**config.mk**
```make
export PLATFORM = sky130hd
export DESIGN_NAME = i2cw_master_tail
export DESIGN_NICKNAME = d
export VERILOG_FILES = /design/src/i2cw_pkg.sv /design/src/i2cw_master_tail.sv
export VERILOG_INCLUDE_DIRS = /design/src
export SDC_FILE = /design/constraint.sdc
export NUM_CORES = 1
export LEC_CHECK = 0
export ABC_CLOCK_PERIOD_IN_PS = 1700
export BUFFER_PORTS_ARGS = -buffer_cell sky130_fd_sc_hd__buf_2
export CORE_AREA = 3 3 91 93
export CTS_CLUSTER_SIZE = 30
export DETAILED_ROUTE_END_ITERATION = 16
export DIE_AREA = 0 0 94 96
export GPL_TIMING_DRIVEN = 0
export PLACE_DENSITY = 0.63
export SKIP_CTS_REPAIR_TIMING = 1
export SYNTH_ARGS = -nofsm -noshare
export SYNTH_HDL_FRONTEND = slang
export SYNTH_SLANG_ARGS = --single-unit
export TNS_END_PERCENT = 10
```
**constraint.sdc**
```tcl
create_clock -name CORE_CLK -period 1.7 [get_ports CORE_CLK]
set_input_delay 0.34 -clock CORE_CLK [delete_from_list [all_inputs] [get_ports CORE_CLK]]
set_output_delay 0.34 -clock CORE_CLK [all_outputs]
set_load 0.03 [all_outputs]
```
**src/i2cw_consts.svh**
```systemverilog
`ifndef I2CW_CONSTS_SVH
`define I2CW_CONSTS_SVH

// Core clock period and bus bit period, in ns
`define I2CW_CLK_NS        100
`define I2CW_SCL_PERIOD_NS 10000
// Quarter bit time in core cycles, rounded down
`define I2CW_QTR_CYC       ((`I2CW_SCL_PERIOD_NS) / (4 * `I2CW_CLK_NS))

// Control word bit positions
`define I2CW_CTL_EN        7
`define I2CW_CTL_START     6
`define I2CW_CTL_STOP      5
`define I2CW_CTL_TXI       3
`define I2CW_CTL_FLUSH     1

// Reset values
`define I2CW_CTL_RST       8'h00
`define I2CW_DATA_RST      8'h00

`endif

```
**src/i2cw_pkg.sv**
```systemverilog
package i2cw_pkg;
  typedef enum logic [5:0] {
    I2CW_IDLE  = 6'b000001,
    I2CW_START = 6'b000010,
    I2CW_BITS  = 6'b000100,
    I2CW_ACK   = 6'b001000,
    I2CW_WAIT  = 6'b010000,
    I2CW_STOP  = 6'b100000
  } i2cw_state_e;
  typedef logic [7:0] i2cw_byte_t;
  typedef logic [1:0] i2cw_phase_t;
endpackage

```
**src/i2cw_master_tail.sv**
```systemverilog
`timescale 1ns/1ns
`include "i2cw_consts.svh"

module i2cw_master_tail
  import i2cw_pkg::*;
(
  input  wire logic       CORE_CLK,
  input  wire logic       SRST,
  input  wire logic       CTL_WR,
  input  wire logic [7:0] CTL_WDATA,
  input  wire logic       DATA_WR,
  input  wire logic [7:0] DATA_WDATA,
  input  wire logic       SCL_I,
  input  wire logic       SDA_I,
  output logic      [7:0] CTL_RDATA,
  output logic            ACK_FLAG,
  output logic            NAK_IRQ_FLAG,
  output logic            TX_DATA_EMPTY_FLAG,
  output logic            TX_IRQ,
  output logic            DMA_TX_REQ,
  output logic            SCL_O,
  output logic            SCL_OE,
  output logic            SDA_O,
  output logic            SDA_OE
);

  localparam logic [7:0] QTR_LAST = 8'(`I2CW_QTR_CYC - 1);

  i2cw_state_e state;
  i2cw_state_e next_state;
  i2cw_phase_t phase;
  i2cw_byte_t  data_reg;
  i2cw_byte_t  shifter;
  logic [7:0]  qcnt;
  logic [2:0]  bitcnt;
  logic        controller_enable;
  logic        start_req;
  logic        stop_req;
  logic        tx_empty_irq_enable;
  logic        scl_m;
  logic        scl_s;
  logic        sda_m;
  logic        sda_s;
  logic        next_scl_low;
  logic        next_sda_low;
  logic        tick;
  logic        last_tick;
  logic        running;
  logic        load_byte;
  logic        first_bit_done;
  logic        start_sent;
  logic        stop_sent;
  logic        ack_seen;
  logic        ack_sample;

  wire ctl_set_start = CTL_WR & CTL_WDATA[`I2CW_CTL_START];
  wire ctl_set_stop  = CTL_WR & CTL_WDATA[`I2CW_CTL_STOP];
  wire ctl_flush     = CTL_WR & CTL_WDATA[`I2CW_CTL_FLUSH];

  // Two-stage synchronisers for the bus lines
  always_ff @(posedge CORE_CLK) begin
    if (SRST) begin
      scl_m <= 1'b1;
      scl_s <= 1'b1;
      sda_m <= 1'b1;
      sda_s <= 1'b1;
    end else begin
      scl_m <= SCL_I;
      scl_s <= scl_m;
      sda_m <= SDA_I;
      sda_s <= sda_m;
    end
  end

  // Quarter-bit timer, held while a released SCL is still low
  assign running   = (state != I2CW_IDLE) && (state != I2CW_WAIT);
  assign tick      = running && (qcnt == QTR_LAST) && (SCL_OE || scl_s);
  assign last_tick = tick && (phase == 2'h3);

  always_ff @(posedge CORE_CLK) begin
    if (SRST || !running) begin
      qcnt  <= 8'h00;
      phase <= 2'h0;
    end else if (qcnt != QTR_LAST) begin
      qcnt <= qcnt + 8'h01;
    end else if (tick) begin
      qcnt  <= 8'h00;
      phase <= phase + 2'h1;
    end
  end

  assign load_byte      = (state == I2CW_START && last_tick) ||
                          (next_state == I2CW_BITS && state == I2CW_WAIT);
  assign first_bit_done = state == I2CW_BITS && last_tick &&
                          bitcnt == 3'h0;
  assign start_sent     = state == I2CW_START && last_tick;
  assign stop_sent      = state == I2CW_STOP && last_tick;
  assign ack_sample     = state == I2CW_ACK && tick && phase == 2'h1;

  // Sequencer
  always_comb begin
    next_state = state;
    case (state)
      I2CW_IDLE: begin
        if (start_req && !TX_DATA_EMPTY_FLAG)
          next_state = I2CW_START;
      end
      I2CW_START: begin
        if (last_tick)
          next_state = I2CW_BITS;
      end
      I2CW_BITS: begin
        if (last_tick && bitcnt == 3'h7)
          next_state = I2CW_ACK;
      end
      I2CW_ACK: begin
        if (last_tick)
          next_state = I2CW_WAIT;
      end
      I2CW_WAIT: begin
        if (stop_req)
          next_state = I2CW_STOP;
        else if (start_req && !TX_DATA_EMPTY_FLAG && !NAK_IRQ_FLAG)
          next_state = I2CW_START;
        else if (!TX_DATA_EMPTY_FLAG && !NAK_IRQ_FLAG)
          next_state = I2CW_BITS;
      end
      I2CW_STOP: begin
        if (last_tick)
          next_state = I2CW_IDLE;
      end
      default: next_state = I2CW_IDLE;
    endcase
  end

  always_ff @(posedge CORE_CLK) begin
    if (SRST || !controller_enable)
      state <= I2CW_IDLE;
    else
      state <= next_state;
  end

  // Shift register and bit counter, MSB first
  always_ff @(posedge CORE_CLK) begin
    if (SRST) begin
      shifter <= `I2CW_DATA_RST;
      bitcnt  <= 3'h0;
    end else if (load_byte) begin
      shifter <= data_reg;
      bitcnt  <= 3'h0;
    end else if (state == I2CW_BITS && last_tick) begin
      shifter <= {shifter[6:0], 1'b0};
      bitcnt  <= bitcnt + 3'h1;
    end
  end

  // Line levels per state and quarter
  always_comb begin
    next_scl_low = 1'b0;
    next_sda_low = 1'b0;
    case (state)
      I2CW_START: begin
        next_scl_low = (phase == 2'h0) || (phase == 2'h3);
        next_sda_low = phase[1];
      end
      I2CW_BITS: begin
        next_scl_low = (phase == 2'h0) || (phase == 2'h3);
        next_sda_low = !shifter[7];
      end
      I2CW_ACK: begin
        next_scl_low = (phase == 2'h0) || (phase == 2'h3);
      end
      I2CW_WAIT: begin
        next_scl_low = 1'b1;
      end
      I2CW_STOP: begin
        next_scl_low = (phase == 2'h0);
        next_sda_low = !phase[1];
      end
      default: begin
        next_scl_low = 1'b0;
        next_sda_low = 1'b0;
      end
    endcase
  end

  always_ff @(posedge CORE_CLK) begin
    if (SRST) begin
      SCL_OE <= 1'b0;
      SDA_OE <= 1'b0;
      SCL_O  <= 1'b0;
      SDA_O  <= 1'b0;
    end else begin
      SCL_OE <= next_scl_low;
      SDA_OE <= next_sda_low;
      SCL_O  <= 1'b0;
      SDA_O  <= 1'b0;
    end
  end

  // Control bits; a set from software wins over a hardware clear
  always_ff @(posedge CORE_CLK) begin
    if (SRST) begin
      controller_enable   <= 1'(`I2CW_CTL_RST >> `I2CW_CTL_EN);
      tx_empty_irq_enable <= 1'b0;
      start_req           <= 1'b0;
      stop_req            <= 1'b0;
    end else begin
      if (CTL_WR) begin
        controller_enable   <= CTL_WDATA[`I2CW_CTL_EN];
        tx_empty_irq_enable <= CTL_WDATA[`I2CW_CTL_TXI];
      end
      if (CTL_WR && !CTL_WDATA[`I2CW_CTL_EN]) begin
        start_req <= 1'b0;
        stop_req  <= 1'b0;
      end else begin
        start_req <= ctl_set_start || (start_req && !start_sent);
        stop_req  <= ctl_set_stop || (stop_req && !stop_sent);
      end
    end
  end

  // Data register and its empty flag
  always_ff @(posedge CORE_CLK) begin
    if (SRST) begin
      data_reg           <= `I2CW_DATA_RST;
      TX_DATA_EMPTY_FLAG <= 1'b1;
    end else if (DATA_WR) begin
      data_reg           <= DATA_WDATA;
      TX_DATA_EMPTY_FLAG <= 1'b0;
    end else if (ctl_flush) begin
      data_reg           <= `I2CW_DATA_RST;
      TX_DATA_EMPTY_FLAG <= 1'b1;
    end else if (first_bit_done) begin
      TX_DATA_EMPTY_FLAG <= 1'b1;
    end
  end

  // Acknowledge sample and status flags
  always_ff @(posedge CORE_CLK) begin
    if (SRST) begin
      ack_seen <= 1'b0;
    end else if (ack_sample) begin
      ack_seen <= !sda_s;
    end
  end

  always_ff @(posedge CORE_CLK) begin
    if (SRST) begin
      ACK_FLAG     <= 1'b0;
      NAK_IRQ_FLAG <= 1'b0;
    end else begin
      if (state == I2CW_ACK && last_tick) begin
        ACK_FLAG <= ack_seen;
      end
      if (state == I2CW_ACK && last_tick && !ack_seen &&
          !stop_req && !start_req)
        NAK_IRQ_FLAG <= 1'b1;
      else if (stop_sent || !controller_enable)
        NAK_IRQ_FLAG <= 1'b0;
    end
  end

  // Interrupt, DMA request and readback
  always_ff @(posedge CORE_CLK) begin
    if (SRST) begin
      TX_IRQ     <= 1'b0;
      DMA_TX_REQ <= 1'b0;
      CTL_RDATA  <= `I2CW_CTL_RST;
    end else begin
      TX_IRQ     <= tx_empty_irq_enable && TX_DATA_EMPTY_FLAG;
      DMA_TX_REQ <= tx_empty_irq_enable && TX_DATA_EMPTY_FLAG;
      CTL_RDATA  <= {controller_enable, start_req, stop_req, 1'b0,
                     tx_empty_irq_enable, 3'b000};
    end
  end

endmodule

```
==> impl_metrics.tcl <==
set metrics [dict create \
    synthFlopType "dfxtp_1" \
    dieArea_mm2 0.00902 \
    yosys.area.top_type "dfxtp_1" \
    cts_sinks 54 \
    crit_path_start "state[2]$_SDFF_PP0_" \
    die_y_um 96 \
    fillCellCount 764 \
    cts_made_buffers 5 \
    synth_cell_types 51 \
    pin_count 39 \
    grt_max_degree 19 \
    root_buffer "clkbuf_8" \
    maxCapViolCount 0 \
    reg2regPathDepth 7 \
    seq_area_frac_synth_pct 40.9 \
    final_nets 378 \
    core.rowCount 32 \
    dpl_worst_slack_ns -0.305 \
    clk_latency_ns 0.31 \
    ys_top_cells_by_count "dfxtp_1, nor2_1, nand2_1, a21oi_1" \
    hp-start "SCL_I" \
    synth_area_leaders "dfxtp_1, nor2_1, mux2i_1" \
    syn_avg_cell_area_um2 8.78 \
    tightest_slew_ns 0.553 \
    ctsHtreeMaxLevel 2 \
    synth.most_common_cell "dfxtp_1" \
    slew_violations 0 \
    layout-drive-gt1-share_pct 29.2 \
    multi_input_area_mm2 0.00151 \
    hold_viol_final 0 \
    grt_pass1_vias 1921 \
    p_leak_nw 1.34 \
    finalCriticalPeriod_ns 1.89 \
    yosys.area.top_type_share_pct 40.9 \
    status "finished, violations left" \
    min_period_over_period_pct 111 \
    fp.dieW_um 94 \
    first_iter_violations 174 \
    endpoint_kind "register" \
    synth_edf_count 0 \
    finClkSkew_ns 0.0122 \
    path_clk_slew_ns 0.11 \
    cp_max_fo 5 \
    postRouteAntennaNets 0 \
    seqCellArea_mm2 0.00109 \
    ir_worst_vdd_mv 0.501 \
    clk_path_buf_depth 2 \
    min_path_cells 2 \
    fin_util_pct 42.3 \
    cp.arrival_ns 2.08 \
    cp.required_ns 1.90 \
    vias 2198 \
    diodes 0 \
    grt_pass1_wl_um 9070 \
    setup_viol_count_final 22 \
    drt_wl_total_um 5820 \
    tritoncts "built" \
    grt_antenna_before_repair 0 \
    grt-ovfl-total 0 \
    start_util_pct 34.8 \
    firstDrtPassIters 4 \
    power_density_mw_per_mm2 684 \
    gr-usage-all-layers_pct 12.6 \
    relSlewSlack_pct 63.1 \
    criticalPathCategory "register to register" \
    ys_warn_count 0 \
    clock.fmax_mhz 530 \
    wire_per_inst_um 12.9 \
    worst_slack_ns -0.189 \
    whs_ns 0.225 \
    hold_class "input pin to register" \
    post-route-drc-count 0 \
    ys_seq_elements 54 \
    vias_per_cell 4.87 \
    syn_area_mm2 0.00264 \
    place.gp.congestion 0.840 \
    violations "negative setup slack" \
    synthCells 301 \
    port_buffers 26 \
    dpl.hpwl_um 4080 \
    async_flop_share_pct 0 \
    grt_setup_unrepaired "true" \
    worst_r2r_startpoint "state[2]$_SDFF_PP0_" \
    coreArea_mm2 0.00761 \
    cp-start-kind "register" \
    area_delta_synth_final_pct 21.8 \
]
cell families after synthesis:
group                    count (synthesis)  synth area share, %
AO/OA/AOI/OAI                           57                 14.7
XOR/XNOR                                 8                 2.65
adder cells (fa/ha/maj)                  8                 3.79
buffers and inverters                   31                 6.63
flip-flops                              54                 40.9
multiplexers                            12                 4.54
other                                    1                0.142
AND/OR/NAND/NOR                        130                 26.7
report_power, final:
part,internal (mW),switching [mW]
logic,0.0622,0.0939
registers,1.29,0.0172
clock network,0.298,0.441
through the flow:
| step | area (um^2) | std cells | power [mW] | setup TNS [ns] |
|---|---|---|---|---|
| CTS | 3010 | 442 | 2.24 | -4.96 |
| global placement | 2920 | 434 | 1.49 | -4.06 |
| detailed placement | 2920 | 434 | 1.49 | -4.44 |
| finish | 3220 | 451 | 2.20 | -2.50 |
| floorplan | 2660 | 306 | 1.45 | -0.154 |
| global route | 3220 | 451 | 2.31 | -4.05 |
area by class of cell:
type | count | area share [%]
clock buffer | 5 | 2.14
multi-input combinational | 222 | 46.9
clock inverter | 3 | 0.777
inverter | 11 | 1.28
sequential | 54 | 33.9
tap | 102 | 3.96
buffer | 19 | 4.31
timing repair buffer | 35 | 6.65
layer usage:
layer  routed length [um]  global-route usage, %  share of wire (%)
met5                    0                      0                  0
met1                 2700                   16.7                 46
met3                  284                   2.89                4.9
met2                 2780                   20.8                 48
met4                   50                   3.25               0.86
path summary, 6_finish.rpt:
check                                 end  slack [ns]
setup / recovery  shifter[4]$_SDFFE_PP0P_       -0.19
hold / removal           scl_m$_SDFF_PP1_        0.22
setup reg to reg  shifter[4]$_SDFFE_PP0P_       -0.19
hold reg to reg          scl_s$_SDFF_PP1_        0.42
layout by cell type (no fill, tap or decap), types with 6 or more instances in the layout:
| cell | n |
|---|---|
| dfxtp_1 | 47 |
| nor2_1 | 42 |
| buf_2 | 26 |
| nand2_1 | 23 |
| a21oi_1 | 17 |
| buf_4 | 15 |
| mux2i_1 | 12 |
| inv_1 | 11 |
| nand3_1 | 10 |
| o21ai_0 | 10 |
| clkbuf_8 | 7 |
| nand2b_1 | 7 |
| ha_1 | 7 |
| conb_1 | 6 |
| dfxtp_2 | 6 |
critical path, stage by stage (launching register included):
cell       delay [ns]
dfxtp_2          0.34
buf_6            0.12
or4_4            0.55
a2111oi_4        0.28
buf_4            0.21
a21oi_4          0.06
nor2_1           0.15
a211oi_2         0.06
No activity file was read; power rests on OpenSTA's default activity.
